[src/design/rtc_pkg.sv]
/*
  Package for the periodic pattern timer and calendar clockwatch block: register
  offsets, field positions, reset values and carrier types.
  Assumes a single 10 MHz clock and a synchronous active-low reset.
*/
package rtc_pkg;
  localparam logic [7:0]  RTC_OFF_CTRL     = 8'h00;
  localparam logic [7:0]  RTC_OFF_RELOAD1  = 8'h04;
  localparam logic [7:0]  RTC_OFF_RELOAD2  = 8'h08;
  localparam logic [7:0]  RTC_OFF_PATTERN  = 8'h0C;
  localparam logic [7:0]  RTC_OFF_COUNT    = 8'h10;
  localparam logic [7:0]  RTC_OFF_CW_TIME  = 8'h14;
  localparam logic [7:0]  RTC_OFF_CW_DATE  = 8'h18;
  localparam logic [7:0]  RTC_OFF_MT_TIME  = 8'h1C;
  localparam logic [7:0]  RTC_OFF_MT_DATE  = 8'h20;
  localparam logic [7:0]  RTC_OFF_STATUS   = 8'h24;
  localparam logic [7:0]  RTC_OFF_MASK     = 8'h28;
  localparam logic [7:0]  RTC_OFF_CW_LOAD  = 8'h2C;

  localparam int          RTC_CTRL_TMR_EN  = 0;
  localparam int          RTC_CTRL_PAT_EN  = 1;
  localparam int          RTC_CTRL_CW_EN   = 2;
  localparam int          RTC_CTRL_PLEN_LO = 4;
  localparam int          RTC_ST_TMR       = 0;
  localparam int          RTC_ST_MATCH     = 1;

  localparam logic [31:0] RTC_RELOAD_RST   = 32'h0000_0000;
  localparam logic [7:0]  RTC_PATTERN_RST  = 8'h00;
  localparam logic [2:0]  RTC_PLEN_RST     = 3'h7;

  // Clockwatch second tick: 1 s at 10 MHz.
  localparam int          RTC_CLK_HZ       = 10_000_000;
  localparam int          RTC_TICK_S       = 1;
  localparam int          RTC_SEC_CYCLES   = RTC_CLK_HZ * RTC_TICK_S;

  typedef struct packed {
    logic [6:0] year;
    logic [3:0] month;
    logic [4:0] day;
    logic [4:0] hour;
    logic [5:0] minute;
    logic [5:0] second;
  } rtc_datetime_t;

  localparam rtc_datetime_t RTC_DT_RST = '{year: 7'h00, month: 4'h1, day: 5'h01,
                                           hour: 5'h00, minute: 6'h00, second: 6'h00};
endpackage

[src/design/rtc_pattern_timer.sv]
/*
  Periodic down-counter with two reload values chosen by a repeating bit pattern.
  Assumes configuration is stable from the register file on the same clock.
*/
module rtc_pattern_timer
  import rtc_pkg::*;
#(
  parameter int WIDTH = 32
) (
  input  wire logic             mclk,
  input  wire logic             rst_n,
  input  wire logic             enable,
  input  wire logic             pat_en,
  input  wire logic [2:0]       pat_last,
  input  wire logic [7:0]       pattern,
  input  wire logic [WIDTH-1:0] reload1,
  input  wire logic [WIDTH-1:0] reload2,
  output logic      [WIDTH-1:0] count,
  output logic                  zero_evt
);
  logic [WIDTH-1:0] cnt_q, cnt_d;
  logic [2:0]       idx_q, idx_d;
  logic             en_q, en_d;
  logic             evt_q, evt_d;

  always_comb begin
    cnt_d = cnt_q;
    idx_d = idx_q;
    evt_d = 1'b0;
    en_d  = enable;
    if (!enable) begin
      idx_d = 3'h0;
    end else if (!en_q) begin
      cnt_d = (pat_en && !pattern[7]) ? reload2 : reload1;
    end else if (cnt_q == '0) begin
      evt_d = 1'b1;
      if (pat_en) begin
        idx_d = (idx_q == pat_last) ? 3'h0 : idx_q + 3'h1;
        cnt_d = pattern[3'h7 - idx_d] ? reload1 : reload2;
      end else begin
        cnt_d = reload1;
      end
    end else begin
      cnt_d = cnt_q - 1'b1;
    end
  end

  always_ff @(posedge mclk) begin
    if (!rst_n) begin
      cnt_q <= '0;
      idx_q <= 3'h0;
      en_q  <= 1'b0;
      evt_q <= 1'b0;
    end else begin
      cnt_q <= cnt_d;
      idx_q <= idx_d;
      en_q  <= en_d;
      evt_q <= evt_d;
    end
  end

  assign count    = cnt_q;
  assign zero_evt = evt_q;
endmodule

[src/design/rtc_clockwatch.sv]
/*
  Calendar clockwatch: counts seconds through years and flags a match.
  Assumes a one-cycle load strobe and years counted from 2000.
*/
module rtc_clockwatch
  import rtc_pkg::*;
#(
  parameter int SEC_CYCLES = RTC_SEC_CYCLES
) (
  input  wire logic          mclk,
  input  wire logic          rst_n,
  input  wire logic          enable,
  input  wire logic          load,
  input  wire rtc_datetime_t load_val,
  input  wire rtc_datetime_t match_val,
  output rtc_datetime_t      now,
  output logic               match_evt
);
  rtc_datetime_t now_q, now_d;
  logic [31:0]   pre_q, pre_d;
  logic          evt_q, evt_d;
  logic          tick;
  logic [4:0]    dim;

  always_comb begin
    case (now_q.month)
      4'h2:                      dim = (now_q.year[1:0] == 2'h0) ? 5'd29 : 5'd28;
      4'h4, 4'h6, 4'h9, 4'hB:    dim = 5'd30;
      default:                   dim = 5'd31;
    endcase
  end

  always_comb begin
    now_d = now_q;
    pre_d = pre_q;
    evt_d = 1'b0;
    tick  = 1'b0;
    if (load) begin
      now_d = load_val;
      pre_d = '0;
    end else if (enable) begin
      if (pre_q == 32'(SEC_CYCLES - 1)) begin
        pre_d = '0;
        tick  = 1'b1;
      end else begin
        pre_d = pre_q + 32'h1;
      end
    end
    if (tick) begin
      now_d.second = now_q.second + 6'h1;
      if (now_q.second == 6'd59) begin
        now_d.second = 6'h0;
        now_d.minute = now_q.minute + 6'h1;
        if (now_q.minute == 6'd59) begin
          now_d.minute = 6'h0;
          now_d.hour   = now_q.hour + 5'h1;
          if (now_q.hour == 5'd23) begin
            now_d.hour = 5'h0;
            now_d.day  = now_q.day + 5'h1;
            if (now_q.day == dim) begin
              now_d.day   = 5'h1;
              now_d.month = now_q.month + 4'h1;
              if (now_q.month == 4'd12) begin
                now_d.month = 4'h1;
                now_d.year  = now_q.year + 7'h1;
              end
            end
          end
        end
      end
      evt_d = (now_d == match_val);
    end
  end

  always_ff @(posedge mclk) begin
    if (!rst_n) begin
      now_q <= RTC_DT_RST;
      pre_q <= '0;
      evt_q <= 1'b0;
    end else begin
      now_q <= now_d;
      pre_q <= pre_d;
      evt_q <= evt_d;
    end
  end

  assign now       = now_q;
  assign match_evt = evt_q;
endmodule

[src/design/rtc_top.sv]
/*
  Top of the periodic pattern timer and calendar clockwatch block, with its
  register file, sticky status, mask and one level interrupt.
  Assumes a plain register port with read data one cycle after the read strobe.
*/
// Design decisions made here: the register addresses and the strobed register port.
// What this block does
// - Reaching zero interrupts and reloads first value.
// - Pattern bit picks first or second reload.
// - Pattern length is configurable up to eight.
// - Pattern restarts after last bit, repeating.
// - Clockwatch keeps date and time, software-loadable.
// - Clockwatch equal to match raises interrupt.
// - Timer and clockwatch run independently.
module rtc_top
  import rtc_pkg::*;
#(
  parameter int WIDTH      = 32,
  parameter int SEC_CYCLES = RTC_SEC_CYCLES
) (
  input  wire logic        mclk,
  input  wire logic        rst_n,
  input  wire logic [7:0]  addr,
  input  wire logic [31:0] wdata,
  input  wire logic        wr,
  input  wire logic        rd,
  output logic      [31:0] rdata,
  output logic             irq
);
  logic [31:0]      ctrl_q, ctrl_d;
  logic [WIDTH-1:0] rl1_q, rl1_d, rl2_q, rl2_d;
  logic [7:0]       pat_q, pat_d;
  rtc_datetime_t    mt_q, mt_d, ld_q, ld_d;
  logic [1:0]       st_q, st_d, mask_q, mask_d;
  logic [31:0]      rdata_q, rdata_d;
  logic             irq_q, irq_d;
  logic             cw_load;
  logic [WIDTH-1:0] count;
  logic             tmr_evt, match_evt;
  rtc_datetime_t    now;

  // The timer and the clockwatch are separate instances with separate events.
  rtc_pattern_timer #(.WIDTH(WIDTH)) u_timer (
    .mclk     (mclk),
    .rst_n    (rst_n),
    .enable   (ctrl_q[RTC_CTRL_TMR_EN]),
    .pat_en   (ctrl_q[RTC_CTRL_PAT_EN]),
    .pat_last (ctrl_q[RTC_CTRL_PLEN_LO +: 3]),
    .pattern  (pat_q),
    .reload1  (rl1_q),
    .reload2  (rl2_q),
    .count    (count),
    .zero_evt (tmr_evt)
  );

  rtc_clockwatch #(.SEC_CYCLES(SEC_CYCLES)) u_cw (
    .mclk      (mclk),
    .rst_n     (rst_n),
    .enable    (ctrl_q[RTC_CTRL_CW_EN]),
    .load      (cw_load),
    .load_val  (ld_q),
    .match_val (mt_q),
    .now       (now),
    .match_evt (match_evt)
  );

  always_comb begin
    ctrl_d  = ctrl_q;
    rl1_d   = rl1_q;
    rl2_d   = rl2_q;
    pat_d   = pat_q;
    mt_d    = mt_q;
    ld_d    = ld_q;
    mask_d  = mask_q;
    st_d    = st_q;
    cw_load = 1'b0;
    if (wr) begin
      case (addr)
        RTC_OFF_CTRL:    ctrl_d = {25'h0, wdata[6:4], 1'b0, wdata[2:0]};
        RTC_OFF_RELOAD1: rl1_d  = wdata[WIDTH-1:0];
        RTC_OFF_RELOAD2: rl2_d  = wdata[WIDTH-1:0];
        RTC_OFF_PATTERN: pat_d  = wdata[7:0];
        RTC_OFF_CW_TIME: ld_d   = {ld_q[32:17], wdata[16:0]};
        RTC_OFF_CW_DATE: ld_d   = {wdata[15:0], ld_q[16:0]};
        RTC_OFF_MT_TIME: mt_d   = {mt_q[32:17], wdata[16:0]};
        RTC_OFF_MT_DATE: mt_d   = {wdata[15:0], mt_q[16:0]};
        RTC_OFF_MASK:    mask_d = wdata[1:0];
        RTC_OFF_STATUS:  st_d   = st_q & ~wdata[1:0];
        RTC_OFF_CW_LOAD: cw_load = wdata[0];
        default:         ctrl_d = ctrl_q;
      endcase
    end
    if (tmr_evt) begin
      st_d[RTC_ST_TMR] = 1'b1;
    end
    if (match_evt) begin
      st_d[RTC_ST_MATCH] = 1'b1;
    end
    irq_d   = |(st_d & mask_d);
    rdata_d = 32'h0;
    if (rd) begin
      case (addr)
        RTC_OFF_CTRL:    rdata_d = ctrl_q;
        RTC_OFF_RELOAD1: rdata_d = 32'(rl1_q);
        RTC_OFF_RELOAD2: rdata_d = 32'(rl2_q);
        RTC_OFF_PATTERN: rdata_d = {24'h0, pat_q};
        RTC_OFF_COUNT:   rdata_d = 32'(count);
        RTC_OFF_CW_TIME: rdata_d = {15'h0, now[16:0]};
        RTC_OFF_CW_DATE: rdata_d = {16'h0, now[32:17]};
        RTC_OFF_MT_TIME: rdata_d = {15'h0, mt_q[16:0]};
        RTC_OFF_MT_DATE: rdata_d = {16'h0, mt_q[32:17]};
        RTC_OFF_STATUS:  rdata_d = {30'h0, st_q};
        RTC_OFF_MASK:    rdata_d = {30'h0, mask_q};
        default:         rdata_d = 32'h0;
      endcase
    end
  end

  always_ff @(posedge mclk) begin
    if (!rst_n) begin
      ctrl_q  <= {25'h0, RTC_PLEN_RST, 4'h0};
      rl1_q   <= RTC_RELOAD_RST[WIDTH-1:0];
      rl2_q   <= RTC_RELOAD_RST[WIDTH-1:0];
      pat_q   <= RTC_PATTERN_RST;
      mt_q    <= RTC_DT_RST;
      ld_q    <= RTC_DT_RST;
      mask_q  <= 2'h0;
      st_q    <= 2'h0;
      rdata_q <= 32'h0;
      irq_q   <= 1'b0;
    end else begin
      ctrl_q  <= ctrl_d;
      rl1_q   <= rl1_d;
      rl2_q   <= rl2_d;
      pat_q   <= pat_d;
      mt_q    <= mt_d;
      ld_q    <= ld_d;
      mask_q  <= mask_d;
      st_q    <= st_d;
      rdata_q <= rdata_d;
      irq_q   <= irq_d;
    end
  end

  assign rdata = rdata_q;
  assign irq   = irq_q;
endmodule

[config.mk]
export PLATFORM = sky130hd
export DESIGN_NAME = rtc_top
export DESIGN_NICKNAME = d
export VERILOG_FILES = /design/src/design/rtc_pkg.sv /design/src/design/rtc_pattern_timer.sv /design/src/design/rtc_clockwatch.sv /design/src/design/rtc_top.sv
export SDC_FILE = /design/constraint.sdc
export NUM_CORES = 1
export LEC_CHECK = 0
export ABC_CLOCK_PERIOD_IN_PS = 3640
export BUFFER_PORTS_ARGS = -buffer_cell sky130_fd_sc_hd__buf_2
export CAP_MARGIN = 40
export CORE_UTILIZATION = 55
export CTS_CLUSTER_DIAMETER = 50
export DETAILED_ROUTE_END_ITERATION = 10
export PLACE_DENSITY = 0.7
export SLEW_MARGIN = 10
export SYNTH_ARGS = -nofsm -noshare
export SYNTH_HDL_FRONTEND = slang
export SYNTH_HIERARCHICAL = 1
export SYNTH_SLANG_ARGS = --single-unit
[constraint.sdc]
create_clock -name mclk -period 3.64 [get_ports mclk]
set_input_delay 0.182 -clock mclk [delete_from_list [all_inputs] [get_ports mclk]]
set_output_delay 0.182 -clock mclk [all_outputs]
set_load 0.01 [all_outputs]
==> summary.md, run 1 <==
| Metric | Value |
|---|---|
| Worst r2r src | u_cw/now[0] |
| Gpl congestion | 0.9733 |
| VDD IR max | 344.5 uV |
| Status | finished, final reports clean |
| Setup TNS | 0 ps |
| Sink Count | 284 |
| First-pass GRT wire length | 88180 um |
| Largest net degree at the start of global routing | 73 |
| Tot GR Track Use | 37.10% |
| Final nets | 2133 |
| Largest delay contributor family on the critical path | simple AND/OR/NAND/NOR gates |
| Fill cell count | 2470 |
| Ant. Diodes | 0 |
| CP Cell Sequence | ha_1 > nand2b_4 > nor4_4 > mux2i_1 > xor2_1 > a2111o_1 > nor4_1 > nand4_1 > nor4_2 |
| Chip height | 174.2 um |
| Starting Density | 56.36% |
| Syn_nets | 2097 |
| Synthesis-stage register bit count | 284 |
| R2R setup slack | 320 ps |
| Worst-margin pin slew | 873.4 ps |
| DR vias/cell | 6.727 |
| Post-route DRC violation count | 0 |
| CP max stage delay | 680 ps |
| Max Cap Violations | 0 |
| DR vias | 16.72k |
| Power per Cell Area | 394.7 nW/um^2 |
| DR iter-0 viols | 2412 |
| Fmax | 301.2 MHz |
| Most frequent cells in the layout | nand2_1, dfxtp_1, a21oi_1 |
| Tcrit/Tclk final | 91.20% |
| DRT Wirelength | 58140 um |
| Hold Crit Endpoint | rl2_q[12] |
| Core Rows | 62 |
| Hpwl dp | 40100 um |
| PnR worst setup slack | 320.4 ps |
| Cell Area, Synth | 16310 sq um |
| CORE AREA | 28940 sq um |
| CP arrival | 3760 ps |
| Crit end category | register |
| H-tree Lvls | 2 |
| Clk buf depth | 3 |
| Tightest Hold Check Type | input pin to register |
| Minimum clock period | 3320 ps |
| Setup Crit Path Kind | register to register |
| YS warnings | 6 |
| Worst slack, placed | 399.2 ps |
| Crit Path Max Fanout | 11 |
| Synth unique cells | 101 |
| WP data required | 4080 ps |
| Initial antenna violation count | 0 |
| Hold Path Depth | 3 |
| PortBufs | 76 |
| WL met2 | 24370 um |
| CTS tree | yes |
| Synthesized instance count | 2039 |
| Synth-to-Final Area Change | 13.29% |
| Final Skew | 17.06 ps |
| Die area | 30340 sq um |
| Post-route design area | 18480 sq um |
| Slew headroom | 41.71% |
| Hold WS | 22.64 ps |
| RSZ-0062 raised after global routing | no |
| DRT met1 WL | 24720 um |
| Max layer used | met4 |
| Tot Pwr | 7.292 mW |
| Post-synth EDFFs | 0 |
| I/O Pins | 77 |
| LEAKAGE | 6.789 nW |
| DR WL/cell | 23.39 um |
| Vias in the first global route | 14.95k |
| Register area share after synthesis | 34.86% |
| Final Setup Violations | 0 |
| Die width | 174.2 um |
| Worst R2R End | u_cw/match_evt |
| Fraction of layout cells with a size suffix above 1 | 13.04% |
| Placed standard-cell area | 16900 sq um |
| Commonest non-fill, non-tap cell in the layout | nand2_1 |
| Min-delay src | wdata[12] |
| Later-pin clock latency in the skew report | 540 ps |
| Crit path launch type | register |
| Root Buffer | clkbuf_16 |
| Slowest CP cell | nor4_4 |
| Async SR Flop Fraction | 0% |
| Crit path buf inv count | 0 |
| Grt total ovfl | 0 |
| Cts bufs inserted | 38 |
| Routed wl met3 | 7120 um |
| Worst-path clk slew | 60 ps |
| Detail Route Antenna Nets | 0 |
| Final Hold Viols | 0 |
| Top FF cell, synth | dfxtp_1 |
| Mapped Avg Cell Area | 7.998 sq um |
| Fin. max-slew vios | 0 |
| Worst-case reg-to-reg path depth | 9 |
| First-pass iteration count of the detailed router | 8 |
## how the worst max path moves through the flow
stage	cells after the start	startpoint	slack [ps]	endpoint
5_1_grt	9	u_cw/now[0]	80	u_cw/match_evt
4_1_cts	9	u_cw/now[0]	370	u_cw/match_evt
3_3_place_gp	11	addr[1]	410	u_cw/match_evt
6_report	9	u_cw/now[0]	320	u_cw/match_evt
2_1_floorplan	12	addr[5]	810	u_cw/match_evt
3_5_place_dp	9	u_cw/now[0]	400	u_cw/match_evt
## cell usage after synthesis (all sizes together), types with 7 or more instances
| master | number | area [sq um] |
|---|---|---|
| clkbuf | 93 | 352.8 |
| inv | 27 | 101.3 |
| o2111ai | 13 | 113.9 |
| and3 | 28 | 176.4 |
| nor3 | 38 | 229.0 |
| nor4 | 30 | 326.6 |
| nor2 | 133 | 524.3 |
| xor2 | 40 | 350.3 |
| mux2i | 94 | 944.7 |
| nor4b | 10 | 121.4 |
| a21oi | 164 | 820.8 |
| a22oi | 16 | 120.1 |
| a31oi | 40 | 250.2 |
| nand2 | 352 | 1326 |
| dfxtp | 284 | 5685 |
| nand4 | 28 | 181.4 |
| nor2b | 22 | 137.6 |
| a222oi | 15 | 150.1 |
| a21o | 9 | 67.56 |
| nand3 | 110 | 568.1 |
| a211o | 10 | 88.84 |
| a21boi | 7 | 52.55 |
| buf | 63 | 371.6 |
| ha | 14 | 175.2 |
| and2 | 31 | 193.9 |
| a32o | 8 | 80.08 |
| or4 | 11 | 82.58 |
| and4 | 9 | 78.83 |
| or3 | 13 | 82.58 |
| o211ai | 25 | 187.7 |
| o21ai | 100 | 504.2 |
| o2bb2ai | 10 | 87.58 |
| o31a | 7 | 61.31 |
| o31ai | 12 | 90.09 |
| a221oi | 12 | 105.1 |
| xnor2 | 33 | 289.0 |
| nand2b | 7 | 51.30 |
| mux2 | 18 | 202.7 |
## timing repair
item / in CTS / in global routing
resized for setup: 0 / 0
buffers inserted: 0 / 0
hold buffers: 24 / 0
hold endpoints to repair: 65 / 0
## cells by family after synthesis
| group | count (synthesis) | synth area share, % |
|---|---|---|
| and+or+nand+nor | 849 | 26.45 |
| AOI/OAI and AO/OA | 517 | 20.81 |
| DFF | 284 | 34.86 |
| buffers and inverters | 185 | 5.110 |
| muxes | 117 | 7.772 |
| xor gates and xnor gates | 73 | 3.921 |
| adders and majority gates | 14 | 1.074 |
## metal layers
metal	up-vias	GRT usage (%)
li1	7474	-
met1	8009	52.86
met2	1091	54.20
met3	149	8.858
met4	0	12.94
met5	-	0
## per-stage QoR
stage / std cells / util (%)
2_1_floorplan: 2039 / -
5_1_grt: 2486 / 63.85
3_3_place_gp: 2394 / 58.36
3_5_place_dp: 2395 / 58.40
4_1_cts: 2486 / 63.85
6_report: 2486 / 63.85
## sequential cells by signal, summed over array words and instances (netlist names), 2 cells and up
register and count:
u_timer/count 32, mt_q 33, ctrl_q 6, u_timer/idx_q 3, rl1_q 32, rdata 32, u_cw/pre_q 32, ld_q 33
u_cw/now 33, pat_q 8, st_q 2, rl2_q 32, mask_q 2
## cell type report
| cell class | count | area, sq um | area share (%) |
|---|---|---|---|
| Clock buffer | 46 | 1075 | 5.817 |
| Clock inverter | 21 | 261.5 | 1.415 |
| Inverter | 29 | 111.4 | 0.6027 |
| Multi-Input combinational cell | 1570 | 9822 | 53.16 |
| Sequential cell | 284 | 5685 | 30.77 |
| Tap cell | 384 | 480.5 | 2.601 |
| Timing Repair Buffer | 152 | 1040 | 5.628 |
## tightest hold or removal path: stages
cell     delay (ps)
buf_2           190
nand2_1          80
a21oi_1          50
## power breakdown
group / switching [mW] / internal, mW
clock network: 1.54 / 2.37
registers: 0.00393 / 3.11
logic: 0.191 / 0.0798
total: 1.74 / 5.56
Power figures use the tool's default switching activity.
==> run 2: changes to the inputs <==
- MAX_ROUTING_LAYER: not set -> met4
- TNS_END_PERCENT: not set -> 50
==> summary.md, run 2 (synthesized netlist as in run 1, its figures left out) <==
| Metric | Value |
|---|---|
| DR iter-0 viols | 2446 |
| Post-CTS setup repair buffer count | 0 |
| Tot GR Track Use | 38.67% |
| Setup TNS | 0 ps |
| First-pass GRT wire length | 89360 um |
| Die width | 174.2 um |
| Fmax | 312.5 MHz |
| DR vias | 16.58k |
| I/O Pins | 77 |
| Initial antenna violation count | 0 |
| PortBufs | 76 |
| Max Cap Violations | 0 |
| H-tree Lvls | 2 |
| CORE AREA | 28940 sq um |
| Tcrit/Tclk final | 87.91% |
| Detail Route Antenna Nets | 0 |
| Final Setup Violations | 0 |
| LEAKAGE | 6.787 nW |
| PnR worst setup slack | 440.0 ps |
| CTS tree | yes |
| Largest net degree at the start of global routing | 69 |
| Minimum clock period | 3200 ps |
| Die area | 30340 sq um |
| Tot Pwr | 7.367 mW |
| Vias in the first global route | 15.10k |
| Fill cell count | 2544 |
| Chip height | 174.2 um |
| Worst-margin pin slew | 886.9 ps |
| Crit path launch type | register |
| WP data required | 4080 ps |
| Hpwl dp | 40230 um |
| Fraction of layout cells with a size suffix above 1 | 13.07% |
| Later-pin clock latency in the skew report | 540 ps |
| Worst slack, placed | 482.7 ps |
| Grt total ovfl | 0 |
| RSZ-0062 raised after global routing | no |
| CP arrival | 3640 ps |
| Crit Path Max Fanout | 10 |
| Root Buffer | clkbuf_16 |
| Gpl congestion | 1.000 |
| Power per Cell Area | 398.9 nW/um^2 |
| Number of gates resized after CTS | 0 |
| Status | finished, final reports clean |
| Final nets | 2132 |
| Final Skew | 25.15 ps |
| Ant. Diodes | 0 |
| Setup Crit Path Kind | register to register |
| Synth-to-Final Area Change | 13.23% |
| DRT Wirelength | 58150 um |
| First-pass iteration count of the detailed router | 8 |
| Tightest Hold Check Type | input pin to register |
| Commonest non-fill, non-tap cell in the layout | nand2_1 |
| Crit end category | register |
| Worst-path clk slew | 70 ps |
| Core Rows | 62 |
| DR vias/cell | 6.664 |
| Clk buf depth | 3 |
| Final Hold Viols | 0 |
| Cts bufs inserted | 38 |
| DR WL/cell | 23.37 um |
| Post-route DRC violation count | 0 |
| Sink Count | 284 |
| Fin. max-slew vios | 0 |
| VDD IR max | 346.7 uV |
| Slew headroom | 40.81% |
| Most frequent cells in the layout | nand2_1, dfxtp_1, a21oi_1 |
| Starting Density | 56.36% |
run 2: cell count changes in the layout (fill, tap and decap cells not counted), sizes merged:
| cell | change |
|---|---|
| clkinv | -1 |
| buf | -1 |
| clkbuf | -3 |
| bufinv | +3 |
| inv | +4 |
run 2: final cells by class:
class                   count  area (sq um)  area share [%]
multi-input cells        1570          9822           53.19
flip-flops and latches    284          5685           30.79
repair buffers            151          1023           5.542
clock buffers              43         989.7           5.359
well taps                 384         480.5           2.602
clock inverters            27         354.1           1.917
inverters                  29         111.4          0.6030
run 2: final timing paths:
kind                            slack [ps]              to         from  depth (start not counted)
worst max-delay path                   440  u_cw/match_evt  u_cw/now[0]                         10
worst min-delay path                     8        rl2_q[2]     wdata[2]                          3
worst max register to register         440  u_cw/match_evt  u_cw/now[0]                         10
worst min register to register         460         ld_q[7]      ld_q[7]                          2
run 2: power breakdown:
| group | internal (mW) | leakage [nW] | switching, mW |
|---|---|---|---|
| Combinational | 0.0797 | 3.85 | 0.187 |
| Clock | 2.43 | 0.654 | 1.55 |
| Sequential | 3.11 | 2.29 | 0.00393 |
run 2: per-layer routing:
layer  up-vias  track usage, %  routed length (um)
li1       7491               -                   -
met1      7836           54.19               24610
met2      1098           55.28               24680
met3       155           7.502                7026
met4         0           12.76                1837
met5         -               -                   0
run 2: worst max-delay path, stage by stage, from the launching register on:
cell and delay (ps):
dfxtp_1 500, ha_1 420, nand2b_4 140, nor4_4 570
buf_4 230, mux2i_1 220, xor2_1 190, o211ai_1 120
nor4_1 360, nand4_1 150, nor4_2 210
run 2: through the flow:
step	cells	hold slack (ps)	instance area, sq um	utilization [%]
floorplan	2039	318.0	16310	-
global placement	2393	433.8	16870	58.29
detailed placement	2394	439.7	16880	58.35
CTS	2488	1.375	18470	63.82
global route	2488	13.01	18470	63.82
finish	2488	7.643	18470	63.82
run 2: repair_timing:
item | CTS | global route
hold buffers | 24 | 0
endpoints found under the hold margin | 68 | 0
endpoints found under the setup margin | 0 | 0
